$ cat config.mk
export PLATFORM = sky130hd
export DESIGN_NAME = aer_regs
export DESIGN_NICKNAME = d
export VERILOG_FILES = /design/src/aer_pkg.sv /design/src/aer_regs.sv
export SDC_FILE = /design/constraint.sdc
export NUM_CORES = 1
export LEC_CHECK = 0
export ABC_AREA = 1
export BUFFER_PORTS_ARGS = -buffer_cell sky130_fd_sc_hd__buf_2
export CAP_MARGIN = 25
export CORE_AREA = 8 8 173 208
export DETAILED_ROUTE_END_ITERATION = 12
export DIE_AREA = 0 0 181 216
export GPL_ROUTABILITY_DRIVEN = 1
export PLACE_DENSITY = 0.73
export SETUP_SLACK_MARGIN = 0.15
export SLEW_MARGIN = 20
export SYNTH_ARGS = -nofsm -noshare
export SYNTH_HDL_FRONTEND = slang
export SYNTH_SLANG_ARGS = --single-unit
$ cat constraint.sdc
create_clock -name i_clock -period 4.95 [get_ports i_clock]
set_clock_uncertainty 0.05 [all_clocks]
set_input_delay 1.2375 -clock i_clock [delete_from_list [all_inputs] [get_ports i_clock]]
set_output_delay 1.2375 -clock i_clock [all_outputs]
set_load 0.005 [all_outputs]
$ cat src/aer_pkg.sv
// Package for the advanced error reporting register bank.
// Assumes a plain strobe register port with 12-bit byte addresses.
package aer_pkg;

	localparam int unsigned AER_ADDR_W = 12;
	localparam int unsigned AER_DATA_W = 32;

	// Byte offsets
	localparam logic [11:0] AER_OFS_UNC_STATUS = 12'h104;
	localparam logic [11:0] AER_OFS_UNC_SEVERITY = 12'h10C;
	localparam logic [11:0] AER_OFS_COR_STATUS = 12'h110;
	localparam logic [11:0] AER_OFS_COR_MASK = 12'h114;
	localparam logic [11:0] AER_OFS_CAPS_CTRL = 12'h118;
	localparam logic [11:0] AER_OFS_HDR_LOG0 = 12'h11C;
	localparam logic [11:0] AER_OFS_HDR_LOG1 = 12'h120;
	localparam logic [11:0] AER_OFS_HDR_LOG2 = 12'h124;
	localparam logic [11:0] AER_OFS_HDR_LOG3 = 12'h128;
	localparam logic [11:0] AER_OFS_SEC_STATUS = 12'h12C;
	localparam logic [11:0] AER_OFS_SEC_MASK = 12'h130;
	localparam logic [11:0] AER_OFS_INT_MASK = 12'h1F0;

	// Implemented bits and reset values of the registers
	localparam logic [31:0] AER_UNC_BITS = 32'h001F_F011;
	localparam logic [31:0] AER_UNC_SEV_RESET = 32'h0006_2011;
	localparam logic [31:0] AER_COR_BITS = 32'h0000_11C1;
	localparam logic [31:0] AER_COR_MASK_RESET = 32'h0000_0000;
	localparam logic [31:0] AER_SEC_BITS = 32'h0000_3FEF;
	localparam logic [31:0] AER_SEC_MASK_RESET = 32'h0000_17A8;
	localparam logic [31:0] AER_STAT_RESET = 32'h0000_0000;

	// Capabilities and control fields
	localparam int unsigned AER_FEP_LSB = 0;
	localparam int unsigned AER_FEP_W = 5;
	localparam int unsigned AER_ECRC_GEN_CAP_BIT = 5;
	localparam int unsigned AER_ECRC_GEN_EN_BIT = 6;
	localparam int unsigned AER_ECRC_CHK_CAP_BIT = 7;
	localparam int unsigned AER_ECRC_CHK_EN_BIT = 8;
	localparam logic [4:0] AER_FEP_RESET = 5'h00;

	localparam int unsigned AER_HDR_WORDS = 4;
	localparam logic [31:0] AER_HDR_RESET = 32'h0000_0000;

	// Interrupt mask register: bit0 uncorrectable, bit1 correctable,
	// bit2 secondary
	localparam logic [2:0] AER_INT_MASK_RESET = 3'h0;

endpackage

$ cat src/aer_regs.sv
// Advanced error reporting register bank of the bridge.
// Assumes error sources pulse i_*_set for one cycle, and that power-on
// reset and conventional reset are separate synchronous inputs.
//
// Summary of operation
// - Uncorrectable severity sticky, reset 0,4,13,17,18 set
// - Correctable status flags sticky, write one clears
// - Correctable mask sticky read-write, resets to zero
// - First error pointer sticky read-only, loaded on first uncorrectable error
// - ECRC capable bits one; enables sticky read-write
// - Four header words, byte zero in top bits
// - Secondary status flags sticky, write one clears
// - Secondary mask sticky, some bits reset masked
// - Uncorrectable status sticky write one clears
`timescale 1ns/10ps
module aer_regs
(
	input wire logic i_clock,
	input wire logic i_rst,
	input wire logic i_por,
	input wire logic [aer_pkg::AER_ADDR_W-1:0] i_addr,
	input wire logic [aer_pkg::AER_DATA_W-1:0] i_wdata,
	input wire logic i_wr,
	input wire logic i_rd,
	output logic [aer_pkg::AER_DATA_W-1:0] o_rdata,
	input wire logic [31:0] i_unc_set,
	input wire logic [31:0] i_cor_set,
	input wire logic [31:0] i_sec_set,
	input wire logic [4:0] i_first_err_ptr,
	input wire logic [127:0] i_hdr_bytes,
	output logic o_ecrc_gen_en,
	output logic o_ecrc_chk_en,
	output logic [31:0] o_unc_severity,
	output logic o_irq
);
	import aer_pkg::*;

	////////////////////////////////////////////////////////////////////
	// State
	logic [31:0] unc_status_reg, unc_status_next;
	logic [31:0] unc_sev_reg, unc_sev_next;
	logic [31:0] cor_status_reg, cor_status_next;
	logic [31:0] cor_mask_reg, cor_mask_next;
	logic [31:0] sec_status_reg, sec_status_next;
	logic [31:0] sec_mask_reg, sec_mask_next;
	logic [4:0] fep_reg, fep_next;
	logic gen_en_reg, gen_en_next;
	logic chk_en_reg, chk_en_next;
	logic [31:0] hdr_reg [AER_HDR_WORDS];
	logic [31:0] hdr_next [AER_HDR_WORDS];
	logic [2:0] int_mask_reg, int_mask_next;
	logic [31:0] rdata_reg, rdata_next;
	logic irq_reg, irq_next;
	logic [31:0] unc_new;

	////////////////////////////////////////////////////////////////////
	// Write decode, one strobe per writable register
	logic wr_unc_status, wr_unc_sev, wr_cor_status, wr_cor_mask;
	logic wr_caps, wr_sec_status, wr_sec_mask, wr_int_mask;
	logic log_load;
	logic unc_pending, cor_pending, sec_pending;

	// Unmapped addresses decode to no strobe, so such writes vanish
	always_comb
	begin
		wr_unc_status = i_wr && (i_addr == AER_OFS_UNC_STATUS);
		wr_unc_sev = i_wr && (i_addr == AER_OFS_UNC_SEVERITY);
		wr_cor_status = i_wr && (i_addr == AER_OFS_COR_STATUS);
		wr_cor_mask = i_wr && (i_addr == AER_OFS_COR_MASK);
		wr_caps = i_wr && (i_addr == AER_OFS_CAPS_CTRL);
		wr_sec_status = i_wr && (i_addr == AER_OFS_SEC_STATUS);
		wr_sec_mask = i_wr && (i_addr == AER_OFS_SEC_MASK);
		wr_int_mask = i_wr && (i_addr == AER_OFS_INT_MASK);
	end

	////////////////////////////////////////////////////////////////////
	// Uncorrectable severity
	always_comb
	begin
		unc_sev_next = unc_sev_reg;
		if (wr_unc_sev)
		begin
			unc_sev_next = i_wdata & AER_UNC_BITS;
		end
	end

	always_ff @(posedge i_clock)
	begin
		if (i_por)
		begin
			unc_sev_reg <= AER_UNC_SEV_RESET;
		end
		else
		begin
			unc_sev_reg <= unc_sev_next;
		end
	end

	////////////////////////////////////////////////////////////////////
	// Uncorrectable status
	always_comb
	begin
		unc_new = i_unc_set & AER_UNC_BITS;
		unc_status_next = unc_status_reg;
		if (wr_unc_status)
		begin
			unc_status_next = unc_status_reg & ~i_wdata;
		end
		// Set wins, so an event is never lost to a racing clear
		unc_status_next = unc_status_next | unc_new;
	end

	always_ff @(posedge i_clock)
	begin
		if (i_por)
		begin
			unc_status_reg <= AER_STAT_RESET;
		end
		else
		begin
			unc_status_reg <= unc_status_next;
		end
	end

	////////////////////////////////////////////////////////////////////
	// Correctable status
	always_comb
	begin
		cor_status_next = cor_status_reg;
		if (wr_cor_status)
		begin
			cor_status_next = cor_status_reg & ~i_wdata;
		end
		cor_status_next = cor_status_next | (i_cor_set & AER_COR_BITS);
	end

	always_ff @(posedge i_clock)
	begin
		if (i_por)
		begin
			cor_status_reg <= AER_STAT_RESET;
		end
		else
		begin
			cor_status_reg <= cor_status_next;
		end
	end

	////////////////////////////////////////////////////////////////////
	// Correctable mask
	always_comb
	begin
		cor_mask_next = cor_mask_reg;
		if (wr_cor_mask)
		begin
			cor_mask_next = i_wdata & AER_COR_BITS;
		end
	end

	always_ff @(posedge i_clock)
	begin
		if (i_por)
		begin
			cor_mask_reg <= AER_COR_MASK_RESET;
		end
		else
		begin
			cor_mask_reg <= cor_mask_next;
		end
	end

	////////////////////////////////////////////////////////////////////
	// ECRC enables; the capable bits are constants in the read path
	always_comb
	begin
		gen_en_next = gen_en_reg;
		chk_en_next = chk_en_reg;
		if (wr_caps)
		begin
			gen_en_next = i_wdata[AER_ECRC_GEN_EN_BIT];
			chk_en_next = i_wdata[AER_ECRC_CHK_EN_BIT];
		end
	end

	always_ff @(posedge i_clock)
	begin
		if (i_por)
		begin
			gen_en_reg <= 1'b0;
			chk_en_reg <= 1'b0;
		end
		else
		begin
			gen_en_reg <= gen_en_next;
			chk_en_reg <= chk_en_next;
		end
	end

	////////////////////////////////////////////////////////////////////
	// Secondary status
	always_comb
	begin
		sec_status_next = sec_status_reg;
		if (wr_sec_status)
		begin
			sec_status_next = sec_status_reg & ~i_wdata;
		end
		sec_status_next = sec_status_next | (i_sec_set & AER_SEC_BITS);
	end

	always_ff @(posedge i_clock)
	begin
		if (i_por)
		begin
			sec_status_reg <= AER_STAT_RESET;
		end
		else
		begin
			sec_status_reg <= sec_status_next;
		end
	end

	////////////////////////////////////////////////////////////////////
	// Secondary mask
	always_comb
	begin
		sec_mask_next = sec_mask_reg;
		if (wr_sec_mask)
		begin
			sec_mask_next = i_wdata & AER_SEC_BITS;
		end
	end

	always_ff @(posedge i_clock)
	begin
		if (i_por)
		begin
			sec_mask_reg <= AER_SEC_MASK_RESET;
		end
		else
		begin
			sec_mask_reg <= sec_mask_next;
		end
	end

	////////////////////////////////////////////////////////////////////
	// First error pointer and header log. Only the first error while
	// nothing is pending loads them; software must clear the status
	// before a new header can be captured.
	always_comb
	begin
		log_load = (unc_new != 32'h0000_0000)
			&& (unc_status_reg == 32'h0000_0000);
		fep_next = fep_reg;
		for (int w = 0; w < AER_HDR_WORDS; w++)
		begin
			hdr_next[w] = hdr_reg[w];
		end
		if (log_load)
		begin
			fep_next = i_first_err_ptr;
			for (int w = 0; w < AER_HDR_WORDS; w++)
			begin
				// Byte 4w sits in bits 31:24 of word w
				hdr_next[w] = i_hdr_bytes[127-32*w -: 32];
			end
		end
	end

	always_ff @(posedge i_clock)
	begin
		if (i_por)
		begin
			fep_reg <= AER_FEP_RESET;
			for (int w = 0; w < AER_HDR_WORDS; w++)
			begin
				hdr_reg[w] <= AER_HDR_RESET;
			end
		end
		else
		begin
			fep_reg <= fep_next;
			for (int w = 0; w < AER_HDR_WORDS; w++)
			begin
				hdr_reg[w] <= hdr_next[w];
			end
		end
	end

	////////////////////////////////////////////////////////////////////
	// Interrupt enables: not sticky, either reset clears them
	always_comb
	begin
		int_mask_next = int_mask_reg;
		if (wr_int_mask)
		begin
			int_mask_next = i_wdata[2:0];
		end
	end

	always_ff @(posedge i_clock)
	begin
		if (i_por || i_rst)
		begin
			int_mask_reg <= AER_INT_MASK_RESET;
		end
		else
		begin
			int_mask_reg <= int_mask_next;
		end
	end

	////////////////////////////////////////////////////////////////////
	// Interrupt level, built from next values so it follows a write
	// or an event at the same edge as the registers themselves
	always_comb
	begin
		unc_pending = unc_status_next != 32'h0000_0000;
		cor_pending = (cor_status_next & ~cor_mask_next) != 32'h0000_0000;
		sec_pending = (sec_status_next & ~sec_mask_next) != 32'h0000_0000;
		irq_next = (int_mask_next[0] && unc_pending)
			|| (int_mask_next[1] && cor_pending)
			|| (int_mask_next[2] && sec_pending);
	end

	always_ff @(posedge i_clock)
	begin
		if (i_por || i_rst)
		begin
			irq_reg <= 1'b0;
		end
		else
		begin
			irq_reg <= irq_next;
		end
	end

	////////////////////////////////////////////////////////////////////
	// Read data: valid for the one cycle after the strobe, else zero
	always_comb
	begin
		rdata_next = 32'h0000_0000;
		if (i_rd)
		begin
			unique case (i_addr)
				AER_OFS_UNC_STATUS: rdata_next = unc_status_reg;
				AER_OFS_UNC_SEVERITY: rdata_next = unc_sev_reg;
				AER_OFS_COR_STATUS: rdata_next = cor_status_reg;
				AER_OFS_COR_MASK: rdata_next = cor_mask_reg;
				AER_OFS_CAPS_CTRL:
				begin
					rdata_next[AER_FEP_LSB +: AER_FEP_W] = fep_reg;
					rdata_next[AER_ECRC_GEN_CAP_BIT] = 1'b1;
					rdata_next[AER_ECRC_GEN_EN_BIT] = gen_en_reg;
					rdata_next[AER_ECRC_CHK_CAP_BIT] = 1'b1;
					rdata_next[AER_ECRC_CHK_EN_BIT] = chk_en_reg;
				end
				AER_OFS_HDR_LOG0: rdata_next = hdr_reg[0];
				AER_OFS_HDR_LOG1: rdata_next = hdr_reg[1];
				AER_OFS_HDR_LOG2: rdata_next = hdr_reg[2];
				AER_OFS_HDR_LOG3: rdata_next = hdr_reg[3];
				AER_OFS_SEC_STATUS: rdata_next = sec_status_reg;
				AER_OFS_SEC_MASK: rdata_next = sec_mask_reg;
				AER_OFS_INT_MASK: rdata_next = {29'h0, int_mask_reg};
				default: rdata_next = 32'h0000_0000;
			endcase
		end
	end

	always_ff @(posedge i_clock)
	begin
		if (i_por || i_rst)
		begin
			rdata_reg <= 32'h0000_0000;
		end
		else
		begin
			rdata_reg <= rdata_next;
		end
	end

	////////////////////////////////////////////////////////////////////
	// Output mirrors of sticky control state. They drop during a hot
	// reset and pick the kept values up again one edge after it.
	always_ff @(posedge i_clock)
	begin
		if (i_por || i_rst)
		begin
			o_ecrc_gen_en <= 1'b0;
			o_ecrc_chk_en <= 1'b0;
			o_unc_severity <= 32'h0000_0000;
		end
		else
		begin
			o_ecrc_gen_en <= gen_en_next;
			o_ecrc_chk_en <= chk_en_next;
			o_unc_severity <= unc_sev_next;
		end
	end

	assign o_rdata = rdata_reg;
	assign o_irq = irq_reg;
endmodule

==> flow_metrics.tcl <==
set metrics [dict create \
    num-nets-final 2734 \
    post-route-min-period_ps 3480 \
    die_area_mm2 0.0391 \
    p_leak_nw 8.90 \
    synth_warnings 0 \
    drive_above_1_share_pct 16.8 \
    p_int_mw 5.39 \
    synth-main-ff-cell "dfxtp_1" \
    rsz0062_at_grt "no" \
    slew_viol_final 0 \
    hold_path.class "flip-flop to flip-flop" \
    swShare_pct 22.0 \
    status "finished clean" \
    cts_made_buffers 40 \
    largest_reg_flops 128 \
    power_mw 6.91 \
    cts_max_path_buffers 3 \
    fmax_mhz 287 \
    critPathMaxFanout 14 \
    finish.utilization_pct 59.5 \
    syn_area_mm2 0.0164 \
    critical-path-max-stage-delay_ps 440 \
    critPathTopFamily "simple AND/OR/NAND/NOR gates" \
    gp_congestion 0.963 \
    io_buffers 277 \
    root_buffer "clkbuf_16" \
    htree_levels 2 \
    synth-edff-count 0 \
    cp.buffers_inverters 2 \
    pwr-share-clk_pct 48.3 \
    vias_per_cell 5.72 \
    grt_pass1_vias 15600 \
    ir_worst_vdd_uv 231 \
    ant_nets 0 \
    die_x_um 181 \
    synthCells 2227 \
    drc 0 \
    synth.ff_latch_count 397 \
    cts_setup_buffers 0 \
    syn_avg_cell_area_um2 7.35 \
    synth_top_area_cell "dfxtp_1" \
    path_common_cell "nand2_1" \
    tns_ps 0 \
    cp_data_arrival_time_ps 3860 \
    setup.worst_path.end_class "flip-flop" \
    relSlewSlack_pct 30.5 \
    synth.distinct_cells 41 \
    period_share_pct 70.3 \
    vias 16600 \
    p_switching_mw 1.52 \
    start_kind "input pin" \
    async_flop_share_pct 0 \
    synth_top_area_share_pct 48.6 \
    yosysSeqAreaShare_pct 48.6 \
    start_util_pct 50.1 \
    wirelength_um 62300 \
    antenna_found_initial 4 \
    cts_sinks 397 \
    critPathKind "input pin to flip-flop" \
    first_pass_iters 6 \
    synth_nets 2505 \
    hold_violations 0 \
    grt_max_degree 107 \
    cap_violations 0 \
    insertion_delay_ps 550 \
    fp-row-count 73 \
    core_area_mm2 0.0327 \
    grt.total_usage_pct 30.6 \
    synth_area_leaders "dfxtp_1 49%, nor2_1 12%, nand2_1 9.6%" \
    p_seq_share_pct 47.1 \
    cts_tree "yes" \
    overflow 0 \
    setup-violations-final 0 \
    hpwl_um 45300 \
    die_y_um 216 \
    io_pins 345 \
    p_comb_share_pct 4.6 \
    critPathRequiredTime_ps 5330 \
    crit_chain "buf_2, nor2_4, nand2_2, nor2_4, nand3_1, buf_4, nand2_1, nand3_1, nand2_1, nand2_1, nor2_1, nand2_1, nor2_1, nand2_1, nand2_1, nand3_1" \
    yosysMostFrequentCell "nor2_1" \
    crit_slowest_cell "nand3_1" \
    p_per_area_mw_per_mm2 355 \
    grt_pass1_wl_um 93200 \
    areaGrowthSynthToFinish_pct 18.9 \
    worst_pin_slew_ps 1030 \
    cts_hold_buffers 0 \
    wl_per_cell_um 21.5 \
    clk_pin_slew_ps 60 \
    drt_iter0_markers 2088 \
    cts-resized-gates 0 \
    ys_top_cells_by_count "513 x nor2_1, 420 x nand2_1, 397 x dfxtp_1" \
]
[cells by family (layout without fill, tap and decap cells)]
group,after synthesis,after routing,synth area share [%]
AND/OR/NAND/NOR,1138,1138,29.2
flip-flops,397,397,48.6
AO/OA/AOI/OAI,365,365,14.0
buffers and inverters,321,577,7.83
multiplexers,6,6,0.390
other,0,1,0
[per-layer routing]
layer	part of all wire [%]	track usage, %
met5	0.064	0
met1	42	42.9
met2	42	44.6
met4	3.6	11.1
met3	12	8.18
[power by group through the flow]
stage               Sequential [mW]  Combinational [mW]  Clock [mW]
finish                         3.25               0.316        3.34
CTS                            3.25               0.309        3.36
floorplan                      3.32               0.146           0
global route                   3.25               0.341        3.48
global placement               3.32               0.304           0
detailed placement             3.32               0.307           0
[cell type report]
class / instances / area [um^2]
antenna: 1 / 2.50
clock buffer: 55 / 1160
clock inverter: 14 / 275
fill: 3055 / 13200
inverter: 198 / 747
multi-input combinational: 1509 / 7150
sequential: 397 / 7950
tap: 412 / 515
timing repair buffer: 310 / 1660
[worst paths after layout]
path	startpoint	endpoint	slack, ps	cells past startpoint
setup / recovery	i_addr[7]	o_irq	1470	16
setup reg to reg	unc_status_reg[5]	hdr_reg[3][18]	2080	6
hold / removal	cor_status_reg[10]	cor_status_reg[10]	410	2
hold reg to reg	cor_status_reg[10]	cor_status_reg[10]	410	2
[worst reg2reg max path, cell delays in order (launching register included)]
cell	delay, ps
dfxtp_1	360
nor4_1	550
nand4_1	250
nor3_4	330
buf_4	790
o21ai_0	310
nor2_1	160
[cell usage in the layout (no fill, tap or decap), types with 7 or more instances in the layout]
| master | n |
|---|---|
| nand3b_1 | 7 |
| nor2_1 | 512 |
| a32o_1 | 8 |
| a31oi_1 | 42 |
| inv_1 | 187 |
| bufinv_16 | 8 |
| o211ai_1 | 7 |
| o21ai_1 | 18 |
| clkbuf_8 | 8 |
| nand3_1 | 98 |
| o21ai_0 | 144 |
| nand4_1 | 49 |
| nor2_4 | 10 |
| dfxtp_1 | 397 |
| clkbuf_16 | 41 |
| a22o_1 | 21 |
| a211oi_1 | 37 |
| nand2_1 | 420 |
| buf_2 | 276 |
| a221oi_1 | 39 |
| buf_4 | 32 |
| o22ai_1 | 13 |
| a21oi_1 | 32 |
| nor4_1 | 14 |
[through the flow]
stage | worst slack (ps) | cell area [um^2] | instances | hold WS, ps
6_report | 1470 | 19500 | 2896 | 409
5_1_grt | 1220 | 19500 | 2896 | 424
4_1_cts | 1520 | 19500 | 2895 | 404
3_5_place_dp | 954 | 18000 | 2826 | 396
3_3_place_gp | 993 | 18000 | 2826 | 389
2_1_floorplan | 2190 | 16400 | 2227 | 380
(Power assumes the default switching activity.)
